File: config.mk
export PLATFORM = sky130hd
export DESIGN_NAME = hdc_ctrl
export DESIGN_NICKNAME = d
export VERILOG_FILES = /design/src/core/hdc_pkg.sv /design/src/core/hdc_ctrl.sv
export VERILOG_INCLUDE_DIRS = /design/src /design/src/core
export SDC_FILE = /design/constraint.sdc
export NUM_CORES = 1
export LEC_CHECK = 0
export ABC_AREA = 1
export BUFFER_PORTS_ARGS = -buffer_cell sky130_fd_sc_hd__clkbuf_2
export CAP_MARGIN = 10
export CORE_MARGIN = 3
export CORE_UTILIZATION = 60
export CTS_CLUSTER_SIZE = 14
export DETAILED_ROUTE_END_ITERATION = 12
export MAX_ROUTING_LAYER = met4
export PLACE_DENSITY = 0.77
export SLEW_MARGIN = 15
export SYNTH_ARGS = -nofsm -noshare
export SYNTH_HDL_FRONTEND = slang
export SYNTH_SLANG_ARGS = --single-unit
export TNS_END_PERCENT = 50
File: constraint.sdc
create_clock -name clk_in -period 3.8 [get_ports clk_in]
set_input_delay 0 -clock clk_in [delete_from_list [all_inputs] [get_ports clk_in]]
set_output_delay 0 -clock clk_in [all_outputs]
set_load 0.005 [all_outputs]
File: src/core/hdc_map.svh
/*
  Register offsets, field positions, reset values and timing counts
  of the host DRAM controller.
  Assumes inclusion by bare name from the controller module and the bench.
*/
`ifndef HDC_MAP_SVH
`define HDC_MAP_SVH

// ****************************************
// Register offsets
// ****************************************
`define HDC_OFS_CAS_PULSE 8'h50
`define HDC_OFS_REFRESH 8'h52
`define HDC_OFS_RAS_CAS 8'h53
`define HDC_OFS_WRITE_PUSH 8'h5B
`define HDC_OFS_BANK_BASE 8'h70
`define HDC_OFS_BANK_LAST 8'h77
`define HDC_OFS_BANK_HIGH 8'h79
`define HDC_OFS_EDO 8'h7C
`define HDC_OFS_BANK_TYPE 8'h7D
`define HDC_OFS_BANK_SIZE0 8'h7E
`define HDC_OFS_STATUS 8'h7F

// ****************************************
// Field positions
// ****************************************
`define HDC_RD_CAS_HI 7
`define HDC_RD_CAS_LO 6
`define HDC_WR_CAS_BIT 5
`define HDC_REF_RAS_BIT 0
`define HDC_CAS_PRE_BIT 7
`define HDC_RAS_CAS_BIT 2
`define HDC_RAS_PRE_BIT 1
`define HDC_PUSH_BIT 3
`define HDC_EDO_PULSE_BIT 1
`define HDC_EDO_PRE_BIT 0

// ****************************************
// Reset values
// ****************************************
`define HDC_RST_CAS_PULSE 8'h00
`define HDC_RST_REFRESH 8'h00
`define HDC_RST_RAS_CAS 8'h00
`define HDC_RST_WRITE_PUSH 8'h00
`define HDC_RST_BANK 8'h00
`define HDC_RST_EDO 8'h03

// ****************************************
// Timing counts in clocks
// ****************************************
`define HDC_T_RAS_CAS_FAST 4'h2
`define HDC_T_RAS_CAS_SLOW 4'h3
`define HDC_T_RAS_PRE_FAST 4'h3
`define HDC_T_RAS_PRE_SLOW 4'h4
`define HDC_T_REF_RAS_SHORT 4'h4
`define HDC_T_REF_RAS_LONG 4'h5
`define HDC_T_EDO_RETIRE 4'h2

`endif

File: src/core/hdc_pkg.sv
/*
  Types of the host DRAM controller.
  Assumes nothing beyond a SystemVerilog compiler.
*/
package hdc_pkg;
  // Sequencer states
  typedef enum logic [3:0] {
    HDC_IDLE, HDC_PRE, HDC_RAS, HDC_CAS, HDC_CPRE, HDC_REF, HDC_DONE
  } hdc_state_t;

  // Host request to the controller
  typedef struct packed {
    logic valid;
    logic write;
    logic fill_wb;
    logic [31:0] addr;
  } hdc_req_t;

  // DRAM pins
  typedef struct packed {
    logic [11:0] mem_addr_mux;
    logic [7:0] ras_n;
    logic cas_n;
    logic we_n;
  } hdc_dram_t;
endpackage : hdc_pkg

File: src/core/hdc_ctrl.sv
/*
  Host DRAM controller: bank decode, row/column multiplexing, posted
  write buffer with concurrent write-back, programmable RAS/CAS timing.
  Assumes a synchronous register port and a host that holds a request
  until it is acknowledged; refresh requests come from outside.
*/
`timescale 1ns/1ns
`default_nettype none
`include "hdc_map.svh"

module hdc_ctrl import hdc_pkg::*; #(
  parameter int QW_DEPTH = 4,
  parameter int DATA_W = 64
) (
  input wire logic clk_in,
  input wire logic rst_in,
  input wire logic [7:0] reg_addr_in,
  input wire logic [7:0] reg_wdata_in,
  input wire logic reg_wr_in,
  input wire logic reg_rd_in,
  output logic [7:0] reg_rdata_out,
  input wire hdc_req_t req_in,
  input wire logic [DATA_W-1:0] wdata_in,
  input wire logic wdata_valid_in,
  input wire logic refresh_req_in,
  output logic req_ack_out,
  output logic wdata_ready_out,
  output logic rdata_valid_out,
  output logic [DATA_W-1:0] dram_wdata_out,
  output logic dram_wdata_push_out,
  output logic hit_out,
  output hdc_dram_t dram_out
);

  // ****************************************
  // State record
  // ****************************************
  typedef struct packed {
    logic [7:0] cas_pulse;
    logic [7:0] refresh;
    logic [7:0] ras_cas;
    logic [7:0] write_push;
    logic [7:0][7:0] bank;
    logic [7:0] bank_high;
    logic [7:0] edo;
    logic [7:0] bank_type;
    logic [7:0][1:0] bank_size;
    logic [7:0] rdata;
    hdc_state_t st;
    logic [3:0] cnt;
    logic [1:0] beat;
    logic cur_write;
    logic cur_refresh;
    logic [2:0] cur_bank;
    logic [31:0] cur_addr;
    logic row_open;
    logic [2:0] open_bank;
    logic [11:0] open_row;
    logic buf_full;
    logic buf_fill;
    logic [1:0] buf_cnt;
    logic [31:0] buf_addr;
    logic [2:0] buf_bank;
    logic [QW_DEPTH-1:0][DATA_W-1:0] buf_data;
    logic read_pend;
    logic rvalid;
    logic push;
    logic [DATA_W-1:0] wdata;
    logic [3:0] lead;
    hdc_dram_t dram;
  } hdc_ctrl_state_t;

  hdc_ctrl_state_t s;
  hdc_ctrl_state_t next_s;

  // Size code per bank: 0 256K/512K, 1 1M/2M, 2 4M, 3 16M
  function automatic logic [11:0] row_of(input logic [31:0] a,
                                         input logic [1:0] sz);
    logic [11:0] r;
    r = {3'h0, a[20:15], a[14], a[13], a[12]};
    if (sz != 2'h0) begin
      r[0] = a[22];
      r[9] = a[21];
      r[10] = a[23];
    end else begin
      r[9] = a[21];
    end
    if (sz[1]) begin
      r[1] = a[24];
      r[11] = a[25];
    end
    if (sz == 2'h3) begin
      r[2] = a[26];
    end
    return r;
  endfunction : row_of

  function automatic logic [11:0] col_of(input logic [31:0] a,
                                         input logic [1:0] sz);
    logic [11:0] c;
    c = {3'h0, a[11:3]};
    if (sz != 2'h0) begin
      c[9] = a[12];
      c[10] = a[13];
    end
    return c;
  endfunction : col_of

  // Bank decode on the cumulative boundaries, nine bits each
  function automatic logic [2:0] bank_of(input logic [31:0] a,
      input logic [7:0][7:0] b, input logic [7:0] h);
    logic [2:0] n;
    logic [8:0] lo;
    logic [8:0] top;
    n = 3'h0;
    lo = 9'h000;
    for (int i = 0; i < 8; i++) begin
      top = {h[i], b[i]};
      if (a[29:21] >= lo && a[29:21] < top) begin
        n = 3'(i);
      end
      lo = top;
    end
    return n;
  endfunction : bank_of

  // ****************************************
  // Timing decode
  // ****************************************
  logic edo_bank;
  logic [3:0] t_rcd;
  logic [3:0] t_rp;
  logic [3:0] t_cas_rd;
  logic [3:0] t_cas_wr;
  logic [3:0] t_cpre;
  logic [3:0] t_ref;
  logic [2:0] req_bank;
  logic [11:0] req_row;

  // EDO banks pick up the 7Ch fields only when 7Ch bits 1:0 are both set, all other banks the 50h/53h ones
  always_comb begin
    edo_bank = s.bank_type[s.cur_bank] && s.edo[1:0] == 2'h3;
    t_rcd = s.ras_cas[`HDC_RAS_CAS_BIT] ? `HDC_T_RAS_CAS_SLOW
                                        : `HDC_T_RAS_CAS_FAST;
    t_rp = s.ras_cas[`HDC_RAS_PRE_BIT] ? `HDC_T_RAS_PRE_SLOW
                                       : `HDC_T_RAS_PRE_FAST;
    t_cas_rd = 4'(s.cas_pulse[`HDC_RD_CAS_HI:`HDC_RD_CAS_LO]) + 4'h1;
    t_cas_wr = s.cas_pulse[`HDC_WR_CAS_BIT] ? 4'h1 : 4'h2;
    t_cpre = s.ras_cas[`HDC_CAS_PRE_BIT] ? 4'h2 : 4'h1;
    t_ref = s.refresh[`HDC_REF_RAS_BIT] ? `HDC_T_REF_RAS_SHORT
                                        : `HDC_T_REF_RAS_LONG;
    if (edo_bank) begin
      t_cas_rd = s.edo[`HDC_EDO_PULSE_BIT] ? 4'h1 : 4'h2;
      t_cas_wr = t_cas_rd;
      t_cpre = s.edo[`HDC_EDO_PRE_BIT] ? 4'h1 : 4'h2;
    end
    req_bank = bank_of(req_in.addr, s.bank, s.bank_high);
    req_row = row_of(req_in.addr, s.bank_size[req_bank]);
  end

  // ****************************************
  // Next state
  // ****************************************
  always_comb begin
    next_s = s;
    next_s.rvalid = 1'b0;
    next_s.push = 1'b0;
    req_ack_out = 1'b0;
    wdata_ready_out = 1'b0;
    // Register writes
    if (reg_wr_in) begin
      unique case (reg_addr_in)
        `HDC_OFS_CAS_PULSE: next_s.cas_pulse = reg_wdata_in;
        `HDC_OFS_REFRESH: next_s.refresh = reg_wdata_in;
        `HDC_OFS_RAS_CAS: next_s.ras_cas = reg_wdata_in;
        `HDC_OFS_WRITE_PUSH: next_s.write_push = reg_wdata_in;
        `HDC_OFS_BANK_HIGH: next_s.bank_high = reg_wdata_in;
        `HDC_OFS_EDO: next_s.edo = reg_wdata_in;
        `HDC_OFS_BANK_TYPE: next_s.bank_type = reg_wdata_in;
        `HDC_OFS_BANK_SIZE0: next_s.bank_size[1:0] = reg_wdata_in[3:0];
        8'h7B: next_s.bank_size[7:2] = {reg_wdata_in[3:0], s.bank_size[5:2]};
        8'h7A: next_s.bank_size[5:2] = reg_wdata_in;
        default: begin
          if (reg_addr_in >= `HDC_OFS_BANK_BASE &&
              reg_addr_in <= `HDC_OFS_BANK_LAST) begin
            next_s.bank[reg_addr_in[2:0]] = reg_wdata_in;
          end
        end
      endcase
    end
    // Register reads: answer one cycle later, unmapped reads zero
    next_s.rdata = 8'h00;
    if (reg_rd_in) begin
      unique case (reg_addr_in)
        `HDC_OFS_CAS_PULSE: next_s.rdata = s.cas_pulse;
        `HDC_OFS_REFRESH: next_s.rdata = s.refresh;
        `HDC_OFS_RAS_CAS: next_s.rdata = s.ras_cas;
        `HDC_OFS_WRITE_PUSH: next_s.rdata = s.write_push;
        `HDC_OFS_BANK_HIGH: next_s.rdata = s.bank_high;
        `HDC_OFS_EDO: next_s.rdata = s.edo;
        `HDC_OFS_BANK_TYPE: next_s.rdata = s.bank_type;
        `HDC_OFS_BANK_SIZE0: next_s.rdata = {4'h0, s.bank_size[1:0]};
        8'h7A: next_s.rdata = s.bank_size[5:2];
        8'h7B: next_s.rdata = {4'h0, s.bank_size[7:6]};
        `HDC_OFS_STATUS: next_s.rdata = {s.buf_full, s.row_open,
                                         s.open_bank, 3'(s.st)};
        default: begin
          if (reg_addr_in >= `HDC_OFS_BANK_BASE &&
              reg_addr_in <= `HDC_OFS_BANK_LAST) begin
            next_s.rdata = s.bank[reg_addr_in[2:0]];
          end
        end
      endcase
    end
    // Posted buffer fill: one quadword per beat at the host's pace
    if (s.buf_fill) begin
      wdata_ready_out = 1'b1;
      if (wdata_valid_in) begin
        next_s.buf_data[s.buf_cnt] = wdata_in;
        next_s.buf_cnt = s.buf_cnt + 2'h1;
        if (s.buf_cnt == 2'(QW_DEPTH - 1)) begin
          next_s.buf_fill = 1'b0;
          next_s.buf_full = 1'b1;
          next_s.buf_cnt = 2'h0;
        end
      end
    end
    if (s.cnt != 4'h0) begin
      next_s.cnt = s.cnt - 4'h1;
    end
    // DRAM sequencer
    unique case (s.st)
      HDC_IDLE: begin
        next_s.dram.cas_n = 1'b1;
        next_s.dram.we_n = 1'b1;
        if (refresh_req_in && !s.buf_fill) begin
          next_s.cur_refresh = 1'b1;
          next_s.row_open = 1'b0;
          next_s.dram.ras_n = 8'hFF;
          next_s.cnt = t_rp;
          next_s.st = HDC_PRE;
        end else if (s.buf_full && !s.read_pend && !s.buf_fill) begin
          next_s.cur_write = 1'b1;
          next_s.cur_refresh = 1'b0;
          next_s.cur_addr = s.buf_addr;
          next_s.cur_bank = s.buf_bank;
          next_s.st = HDC_PRE;
          next_s.cnt = t_rp;
        end else if (req_in.valid && (!s.buf_full || req_in.fill_wb)
                     && !s.buf_fill && (!s.read_pend || !req_in.write)) begin
          req_ack_out = 1'b1;
          if (req_in.write || req_in.fill_wb) begin
            next_s.buf_fill = 1'b1;
            next_s.buf_addr = req_in.addr;
            next_s.buf_bank = req_bank;
            next_s.buf_cnt = 2'h0;
          end
          if (!req_in.write) begin
            next_s.cur_write = 1'b0;
            next_s.cur_refresh = 1'b0;
            next_s.cur_addr = req_in.addr;
            next_s.cur_bank = req_bank;
            next_s.read_pend = 1'b1;
            // Leadoff class: page hit, row miss, page miss
            if (s.row_open && s.open_bank == req_bank &&
                s.open_row == req_row) begin
              next_s.lead = 4'h0;
              next_s.st = HDC_CAS;
            end else begin
              next_s.lead = s.row_open ? 4'h2 : 4'h1;
              next_s.st = s.row_open ? HDC_PRE : HDC_RAS;
              next_s.dram.ras_n = 8'hFF;
              next_s.cnt = s.row_open ? t_rp : 4'h0;
            end
          end
        end
      end
      HDC_PRE: begin
        next_s.dram.ras_n = 8'hFF;
        if (s.cnt <= 4'h1) begin
          next_s.row_open = 1'b0;
          next_s.st = s.cur_refresh ? HDC_REF : HDC_RAS;
          if (s.cur_refresh) begin
            next_s.dram.cas_n = 1'b0;
            next_s.cnt = t_ref;
          end
        end
      end
      HDC_RAS: begin
        if (s.dram.ras_n == 8'hFF) begin
          next_s.dram.mem_addr_mux = row_of(s.cur_addr,
                                            s.bank_size[s.cur_bank]);
          next_s.dram.ras_n = ~(8'h01 << s.cur_bank);
          next_s.open_bank = s.cur_bank;
          next_s.open_row = row_of(s.cur_addr, s.bank_size[s.cur_bank]);
          next_s.row_open = 1'b1;
          next_s.cnt = t_rcd;
        end else if (s.cnt <= 4'h1) begin
          next_s.st = HDC_CAS;
        end
      end
      HDC_CAS: begin
        if (s.dram.cas_n) begin
          next_s.dram.mem_addr_mux = col_of(s.cur_addr,
              s.bank_size[s.cur_bank]) | 12'(s.beat);
          if (s.cur_write && !s.push && s.write_push[`HDC_PUSH_BIT] &&
              s.cnt == 4'h0) begin
            next_s.push = 1'b1;
            next_s.wdata = s.buf_data[s.beat];
            next_s.cnt = 4'h1;
          end else if (s.cnt <= 4'h1) begin
            if (s.cur_write && !s.write_push[`HDC_PUSH_BIT]) begin
              next_s.push = 1'b1;
              next_s.wdata = s.buf_data[s.beat];
            end
            next_s.dram.cas_n = 1'b0;
            next_s.dram.we_n = ~s.cur_write;
            // Retire rate: EDO two clocks, three with the 5Bh push bit set; fast page follows CAS timing
            next_s.cnt = s.cur_write ? (edo_bank ? `HDC_T_EDO_RETIRE - 4'h1
                                                 : t_cas_wr)
                                     : t_cas_rd;
          end
        end else if (s.cnt <= 4'h1) begin
          next_s.dram.cas_n = 1'b1;
          next_s.rvalid = ~s.cur_write;
          next_s.cnt = t_cpre;
          next_s.st = HDC_CPRE;
          // EDO 1T precharge is the column setup cycle itself; skipping
          // the precharge state is what makes the two-clock beat
          if (edo_bank) begin
            next_s.beat = s.beat + 2'h1;
            next_s.st = (s.beat == 2'(QW_DEPTH - 1)) ? HDC_DONE : HDC_CAS;
            next_s.cnt = 4'h0;
          end
        end
      end
      HDC_CPRE: begin
        if (s.cnt <= 4'h1) begin
          next_s.beat = s.beat + 2'h1;
          next_s.st = (s.beat == 2'(QW_DEPTH - 1)) ? HDC_DONE : HDC_CAS;
          next_s.cnt = 4'h0;
        end
      end
      HDC_REF: begin
        // Row strobes fall one clock after entry, so run down to zero
        if (s.cnt == 4'h0) begin
          next_s.dram.ras_n = 8'hFF;
          next_s.dram.cas_n = 1'b1;
          next_s.st = HDC_DONE;
        end else begin
          next_s.dram.ras_n = 8'h00;
        end
      end
      HDC_DONE: begin
        next_s.beat = 2'h0;
        next_s.dram.we_n = 1'b1;
        if (s.cur_write) begin
          next_s.buf_full = 1'b0;
        end
        if (!s.cur_write && !s.cur_refresh) begin
          next_s.read_pend = 1'b0;
        end
        next_s.cur_refresh = 1'b0;
        next_s.st = HDC_IDLE;
      end
      default: next_s.st = HDC_IDLE;
    endcase
  end

  // ****************************************
  // State register
  // ****************************************
  always_ff @(posedge clk_in) begin
    if (rst_in) begin
      s <= '0;
      s.cas_pulse <= `HDC_RST_CAS_PULSE;
      s.refresh <= `HDC_RST_REFRESH;
      s.ras_cas <= `HDC_RST_RAS_CAS;
      s.write_push <= `HDC_RST_WRITE_PUSH;
      s.edo <= `HDC_RST_EDO;
      s.st <= HDC_IDLE;
      s.dram.ras_n <= 8'hFF;
      s.dram.cas_n <= 1'b1;
      s.dram.we_n <= 1'b1;
    end else begin
      s <= next_s;
    end
  end

  // Outputs straight from the state record
  assign reg_rdata_out = s.rdata;
  assign rdata_valid_out = s.rvalid;
  assign dram_wdata_out = s.wdata;
  assign dram_wdata_push_out = s.push;
  assign hit_out = (s.lead == 4'h0) && s.read_pend;
  assign dram_out = s.dram;

endmodule : hdc_ctrl
`default_nettype wire

Word level (Yosys, flattened, before mapping)
Cells that the tools add are included.
{"block": "classes", "n_shift": 1, "eq_ne": 50, "n_bitwise": 11, "add_sub_neg": 4, "n_reduce_logical": 83, "mux": 130, "order_cmp": 24}
{"operator": "$bwmux W256", "n": 1}
{"operator": "$mux W65", "n": 3}
{"operator": "$mux W38", "n": 5}
{"operator": "$bmux W64 S2", "n": 1}
{"operator": "$demux W64 S2", "n": 1}
{"operator": "$mux W64", "n": 2}
{"operator": "$mux W8", "n": 14}
{"operator": "$mux W37", "n": 3}
{"operator": "$eq A8 B7 Y1 const B", "n": 11}
{"operator": "$pmux W8 S11", "n": 1}
{"operator": "$bwmux W64", "n": 1}
{"operator": "$ge A9 B9 Y1", "n": 7}
{"operator": "$lt A9 B9 Y1", "n": 7}
{"operator": "$mux W4", "n": 15}
{"operator": "$ne A2 B2 Y1 const B", "n": 18}
{"operator": "$mux W1", "n": 35}
{"operator": "$mux W3", "n": 11}
{"operator": "$mux W2", "n": 16}
{"operator": "$pmux W8 S4", "n": 1}
{"operator": "$logic_and A1 B1 Y1", "n": 25}
{"operator": "$bmux W8 S3", "n": 1}
{"operator": "$demux W8 S3", "n": 1}
{"operator": "$pmux W12 S2", "n": 1}
{"operator": "$pmux W4 S6", "n": 1}
{"operator": "52 further kinds", "n": 121}
{"block": "totals", "regBits": 590, "elab_cells": 355, "inputBits": 121, "out_inout_bits": 99}

Depth between registers and ports, before layout
{"block": "depth", "ltp_word": 21, "mapped_depth": 36, "mapped_depth_nobuf": 35}

Least setup slack after synthesis
No wires, ideal clock.
{"block": "synth_path", "path_kind": "register to register", "start": "reg s[521] in the netlist's numbering", "end": "reg s, in the netlist dram_out[7]", "path_buffers": 2, "required_ns": 3.682, "setup_time_ns": 0.118, "t_arrival_ns": 2.888, "slack_ns": 0.794, "period_less_slack_ns": 3.006, "path_stages_with_launch": 31, "cell_sequence": "dfxtp_1 > inv_1 > ha_1 > a21oi_1 > nor2_1 > nor2_1 > nand2_1 > nor2_1 > nand2_1 > nand2_1 > nand2_1 > nand2_1 > nand2_2 > nand2_4 > nand2_2 > buf_6 > nand2_1 > nand3_2 > nand2_1 > nand2_1 > nand2_1 > nand3_1 > a21oi_1 > nor2_2 > nand2_4 > nand2_4 > o21ai_4 > nand2_4 > buf_6 > a21oi_2 > o21ai_1"}
{"block": "synth_via", "elab_chain_len": 16, "word_cells_on_any_way": 25, "classes_between": "order compare (2); eq/ne (4); mux (13); reduce/logical (6)"}
{"item": "start, declared", "line_no": "hdc_ctrl.sv:73", "source": "hdc_ctrl_state_t s;"}
{"item": "start signal, assigned", "line_no": "hdc_ctrl.sv:386", "source": "s <= next_s;"}
{"item": "$lt A9 B9 Y1", "line_no": "hdc_ctrl.sv:119", "source": "if (a[29:21] >= lo && a[29:21] < top) begin"}
{"item": "$logic_and A1 B1 Y1", "line_no": "hdc_ctrl.sv:119"}
{"item": "$mux W3", "line_no": "hdc_ctrl.sv:119"}
{"item": "$mux W3 * (5 in a row)", "line_no": "hdc_ctrl.sv:119"}
{"item": "$bmux W2 S3", "line_no": "hdc_ctrl.sv:158", "source": "req_row = row_of(req_in.addr, s.bank_size[req_bank]);"}
{"item": "$mux W2 (not written as such)", "line_no": "hdc_ctrl.sv:158"}
{"item": "$eq A2 B2 Y1 or $reduce_bool A2 Y1 (tied branches)", "line_no": "hdc_ctrl.sv:92, hdc_ctrl.sv:81"}
{"item": "$mux W1 (on tied branches)", "line_no": "hdc_ctrl.sv:92, hdc_ctrl.sv:81"}
{"item": "$eq A12 B12 Y1", "line_no": "hdc_ctrl.sv:266", "source": "s.open_row == req_row) begin"}
{"item": "$logic_and A1 B1 Y1 *", "line_no": "hdc_ctrl.sv:265", "source": "if (s.row_open && s.open_bank == req_bank &&"}
{"item": "$ne A3 B3 Y1 (no source line) *"}
{"item": "$reduce_and A6 Y1 (no source line) *"}
Every way passes the cells marked *; elsewhere a longest branch is shown, timed or not. The select of a mux whose other input is x is not followed.
A chain may end at the register's enable or synchronous reset.

Worst setup path in the final report
{"block": "layout_path", "start": "reg s[495] in the netlist's numbering", "end": "reg s, in the netlist dram_out[2]"}
{"block": "layout_via", "elab_chain_len": 14, "word_cells_on_any_way": 23, "classes_between": "order compare (2); eq/ne (4); mux (11); reduce/logical (6)"}
{"item": "$lt A9 B9 Y1", "line_no": "hdc_ctrl.sv:119"}
{"item": "$logic_and A1 B1 Y1", "line_no": "hdc_ctrl.sv:119"}
{"item": "$mux W3", "line_no": "hdc_ctrl.sv:119"}
{"item": "$mux W3 * (3 in a row)", "line_no": "hdc_ctrl.sv:119"}
{"item": "$bmux W2 S3", "line_no": "hdc_ctrl.sv:158"}
{"item": "$mux W2 (not written as such)", "line_no": "hdc_ctrl.sv:158"}
{"item": "$eq A2 B2 Y1 or $reduce_bool A2 Y1 (tied branches)", "line_no": "hdc_ctrl.sv:92, hdc_ctrl.sv:81"}
{"item": "$mux W1 (on tied branches)", "line_no": "hdc_ctrl.sv:92, hdc_ctrl.sv:81"}
{"item": "$eq A12 B12 Y1", "line_no": "hdc_ctrl.sv:266"}
{"item": "$logic_and A1 B1 Y1 *", "line_no": "hdc_ctrl.sv:265"}
{"item": "$ne A3 B3 Y1 (no source line) *"}
{"item": "$reduce_and A6 Y1 (no source line) *"}
Marked as above.

==> summary.md <==
| Metric | Value |
|---|---|
| Status | finished clean |
| DIE WIDTH | 218 um |
| Critical path's largest stage delay | 330 ps |
| Peak Freq | 286 MHz |
| Unrepaired setup endpoints after global routing | true |
| Global-route wire length before repair | 129000 um |
| Worst Path Max Fanout | 8 |
| Slowest-stage cell, CP | ha_1 |
| Syn. warnings | 0 |
| Place WS | 282 ps |
| Grt ovf | 0 |
| Largest cells by area after synthesis | dfxtp_1 (43%), a21oi_1 (10%), o21ai_0 (9.4%) |
| 1st-pass router iterations | 6 |
| Post-Place Cells | 4144 |
| Power Density | 500 mW/mm^2 |
| Latest clock arrival within the worst-skew pair | 650 ps |
| P_int | 0.0107 W |
| Clock Path Buffers | 3 |
| Peak supply drop | 0.510 mV |
| Cell Area, Synth | 0.0269 mm^2 |
| Final hold violation count | 0 |
| Leakage | 11.4 nW |
| Mapped Cells | 3642 |
| Cell Rows | 76 |
| Max cap viols | 0 |
| Synth cell types | 54 |
| Routability cong. | 0.963 |
| Cell taking the most area after synthesis | dfxtp_1 |
| Post-route insts no fill | 4370 |
| Core Area | 0.0436 mm^2 |
| Delay-heaviest family, CP | simple AND/OR/NAND/NOR gates |
| CTS sink cnt | 576 |
| Synth Net Count | 3842 |
| Final Skew | 33.3 ps |
| Iteration-0 DRC Markers | 2662 |
| Vias | 26400 |
| CP Launch Type | register |
| Final net count | 3932 |
| Sequential fraction of the synthesis area | 0.428 |
| Fill cells | 3575 |
| CTS clk-pin slew, worst paths | 60 ps |
| Total power | 0.0153 W |
| Initial core utilization | 0.617 |
| Synthesized area per cell | 7.39 um^2 |
| Worst Tran Pin Value | 1010 ps |
| CTS Buf Count | 58 |
| Area taken by multi-input logic gates | 0.0124 mm^2 |
| Switch share | 0.304 |
| Gr usage total | 0.341 |
| Most common cell after layout, fill and taps aside | dfxtp_1 |
| Area share of the largest cell type after synthesis | 0.428 |
| Seq. cell area | 0.0115 mm^2 |
| Fin worst setup slack | 304 ps |
| Slew Limit Fails | 0 |
| CP Buf/Inv Count | 2 |
| Average routed wire per standard cell | 18.8 um |
| CP most frequent cell | nand2_1 |
| Largest net degree at the start of global routing | 235 |
| Remaining antenna violation count after routing | 0 |
| Endpoint type of the worst setup path | register |
| Post-DP HPWL | 51500 um |
| CP Data Arrival Time | 4000 ps |
| Clock Power Share | 0.382 |
| PortBufs | 214 |
| Hold Crit Class | in -> reg |
| CP Class | reg -> reg |
| DIE HEIGHT | 218 um |
| DRC | 0 |
| Area growth from synthesis to layout | 14.0% |
| Most frequent cells in the layout | dfxtp_1 (574), a21oi_1 (551), o21ai_0 (506) |
| Vias per cell | 6.04 |
| Comb pwr share | 0.190 |
| Root Buffer | clkbuf_16 |
| Initial antenna violation count | 5 |
| Switching power | 0.00467 W |
| Drt total wl | 82200 um |
| H-tree depth | 2 |
| Post-route clock period utilization | 0.920 |
| Reg power frac | 0.428 |
| Share of layout cells above drive strength 1 | 0.110 |
| Final setup viols | 0 |
| CTS tree | yes |
| Minimum clock period | 3500 ps |
| #FFs+latches synth | 576 |
| Die area | 0.0474 mm^2 |
| Vias in the first global route | 24700 |
| WP data required | 4310 ps |
| Slew Limit Headroom | 0.330 |
| IO Pins | 220 |
==> routing by layer <==
layer | GRT usage | routed length [um] | share of wire
met1 | 0.422 | 33000 | 0.40
met2 | 0.558 | 39300 | 0.48
met3 | 0.0552 | 6780 | 0.082
met4 | 0.141 | 3120 | 0.038
met5 | - | 0 | 0
==> tightest hold or removal path: stages <==
cell      delay (ps)
clkbuf_2         220
buf_4            240
nand2_1           80
a31oi_1           70
==> synth_stat cells (all sizes together) <==
cell type and number:
a41oi 4, a22oi 3, a311oi 2, buf 107, inv 367, a31oi 105, ha 79, xor2 6
xnor2 1, nor2 175, o21a 2, clkinv 6, a211oi 12, o21ai 519, nand2 474, clkbuf 236
o211a 1, nand3b 2, a31o 1, o221ai 1, or2 4, o22ai 54, a221oi 23, o21bai 1
a32oi 1, o211ai 60, dfxtp 576, a2111oi 2, nand4 16, o311ai 1, mux2 1, a21o 2
o2111ai 8, a21boi 1, a21oi 558, nor4 5, nand3 202, nor3 23, o31ai 1
==> power by group through the flow <==
stage               Sequential (W)  Clock (W)  Combinational (W)
global placement           0.00667          0            0.00261
floorplan                  0.00662          0            0.00192
detailed placement         0.00668          0            0.00267
global route               0.00659    0.00618            0.00322
CTS                        0.00655    0.00591            0.00278
finish                     0.00656    0.00587            0.00291
==> state kept, by name (all words and copies together), names as in the netlist <==
register	flops
dram_out	22
rdata_valid_out	1
s	480
reg_rdata_out	8
dram_wdata_push_out	1
dram_wdata_out	64
==> cell families after synthesis <==
kind of cell | count (synthesis) | share of synthesized area
buffers and inverters | 716 | 0.114
and+or+nand+nor | 901 | 0.143
muxes | 1 | 0.000418
xor gates and xnor gates | 7 | 0.00228
AOI/OAI and AO/OA | 1362 | 0.276
DFF | 576 | 0.428
adders and majority gates | 79 | 0.0367
==> final cells by class <==
cell class              instances  area share
multi-input cells            2352       0.405
flip-flops and latches        576       0.376
repair buffers                371      0.0840
clock buffers                  85      0.0555
inverters                     373      0.0459
well taps                     585      0.0239
clock inverters                20     0.00868
diodes                          8    0.000652
==> repair_timing <==
action / in CTS / in global routing
hold buffers: 109 / 0
setup endpoints to repair: 0 / 14
resized for setup: 0 / 14
endpoints found under the hold margin: 375 / 0
setup buffers: 0 / 2
==> through the flow <==
stage | hold WS [ps] | setup TNS [ps] | util | cell area, um^2
2_1_floorplan | 148 | 0 | - | 26900
3_3_place_gp | 265 | 0 | 0.631 | 27500
3_5_place_dp | 272 | 0 | 0.631 | 27500
4_1_cts | 4.74 | 0 | 0.701 | 30600
5_1_grt | 55.6 | -17.6 | 0.703 | 30700
6_report | 40.6 | 0 | 0.703 | 30700
==> path summary, 6_finish.rpt <==
path	startpoint	end	slack [ps]	cells past startpoint
max	s[495]$_SDFFE_PP0P_	dram_out[2]$_SDFFE_PP1P_	300	26
min	req_in[25]	s[429]$_SDFFE_PP0P_	40	4
max reg2reg	s[495]$_SDFFE_PP0P_	dram_out[2]$_SDFFE_PP1P_	300	26
min reg2reg	s[181]$_SDFFE_PP0P_	s[181]$_SDFFE_PP0P_	450	2
No activity file was read; power rests on OpenSTA's default activity.
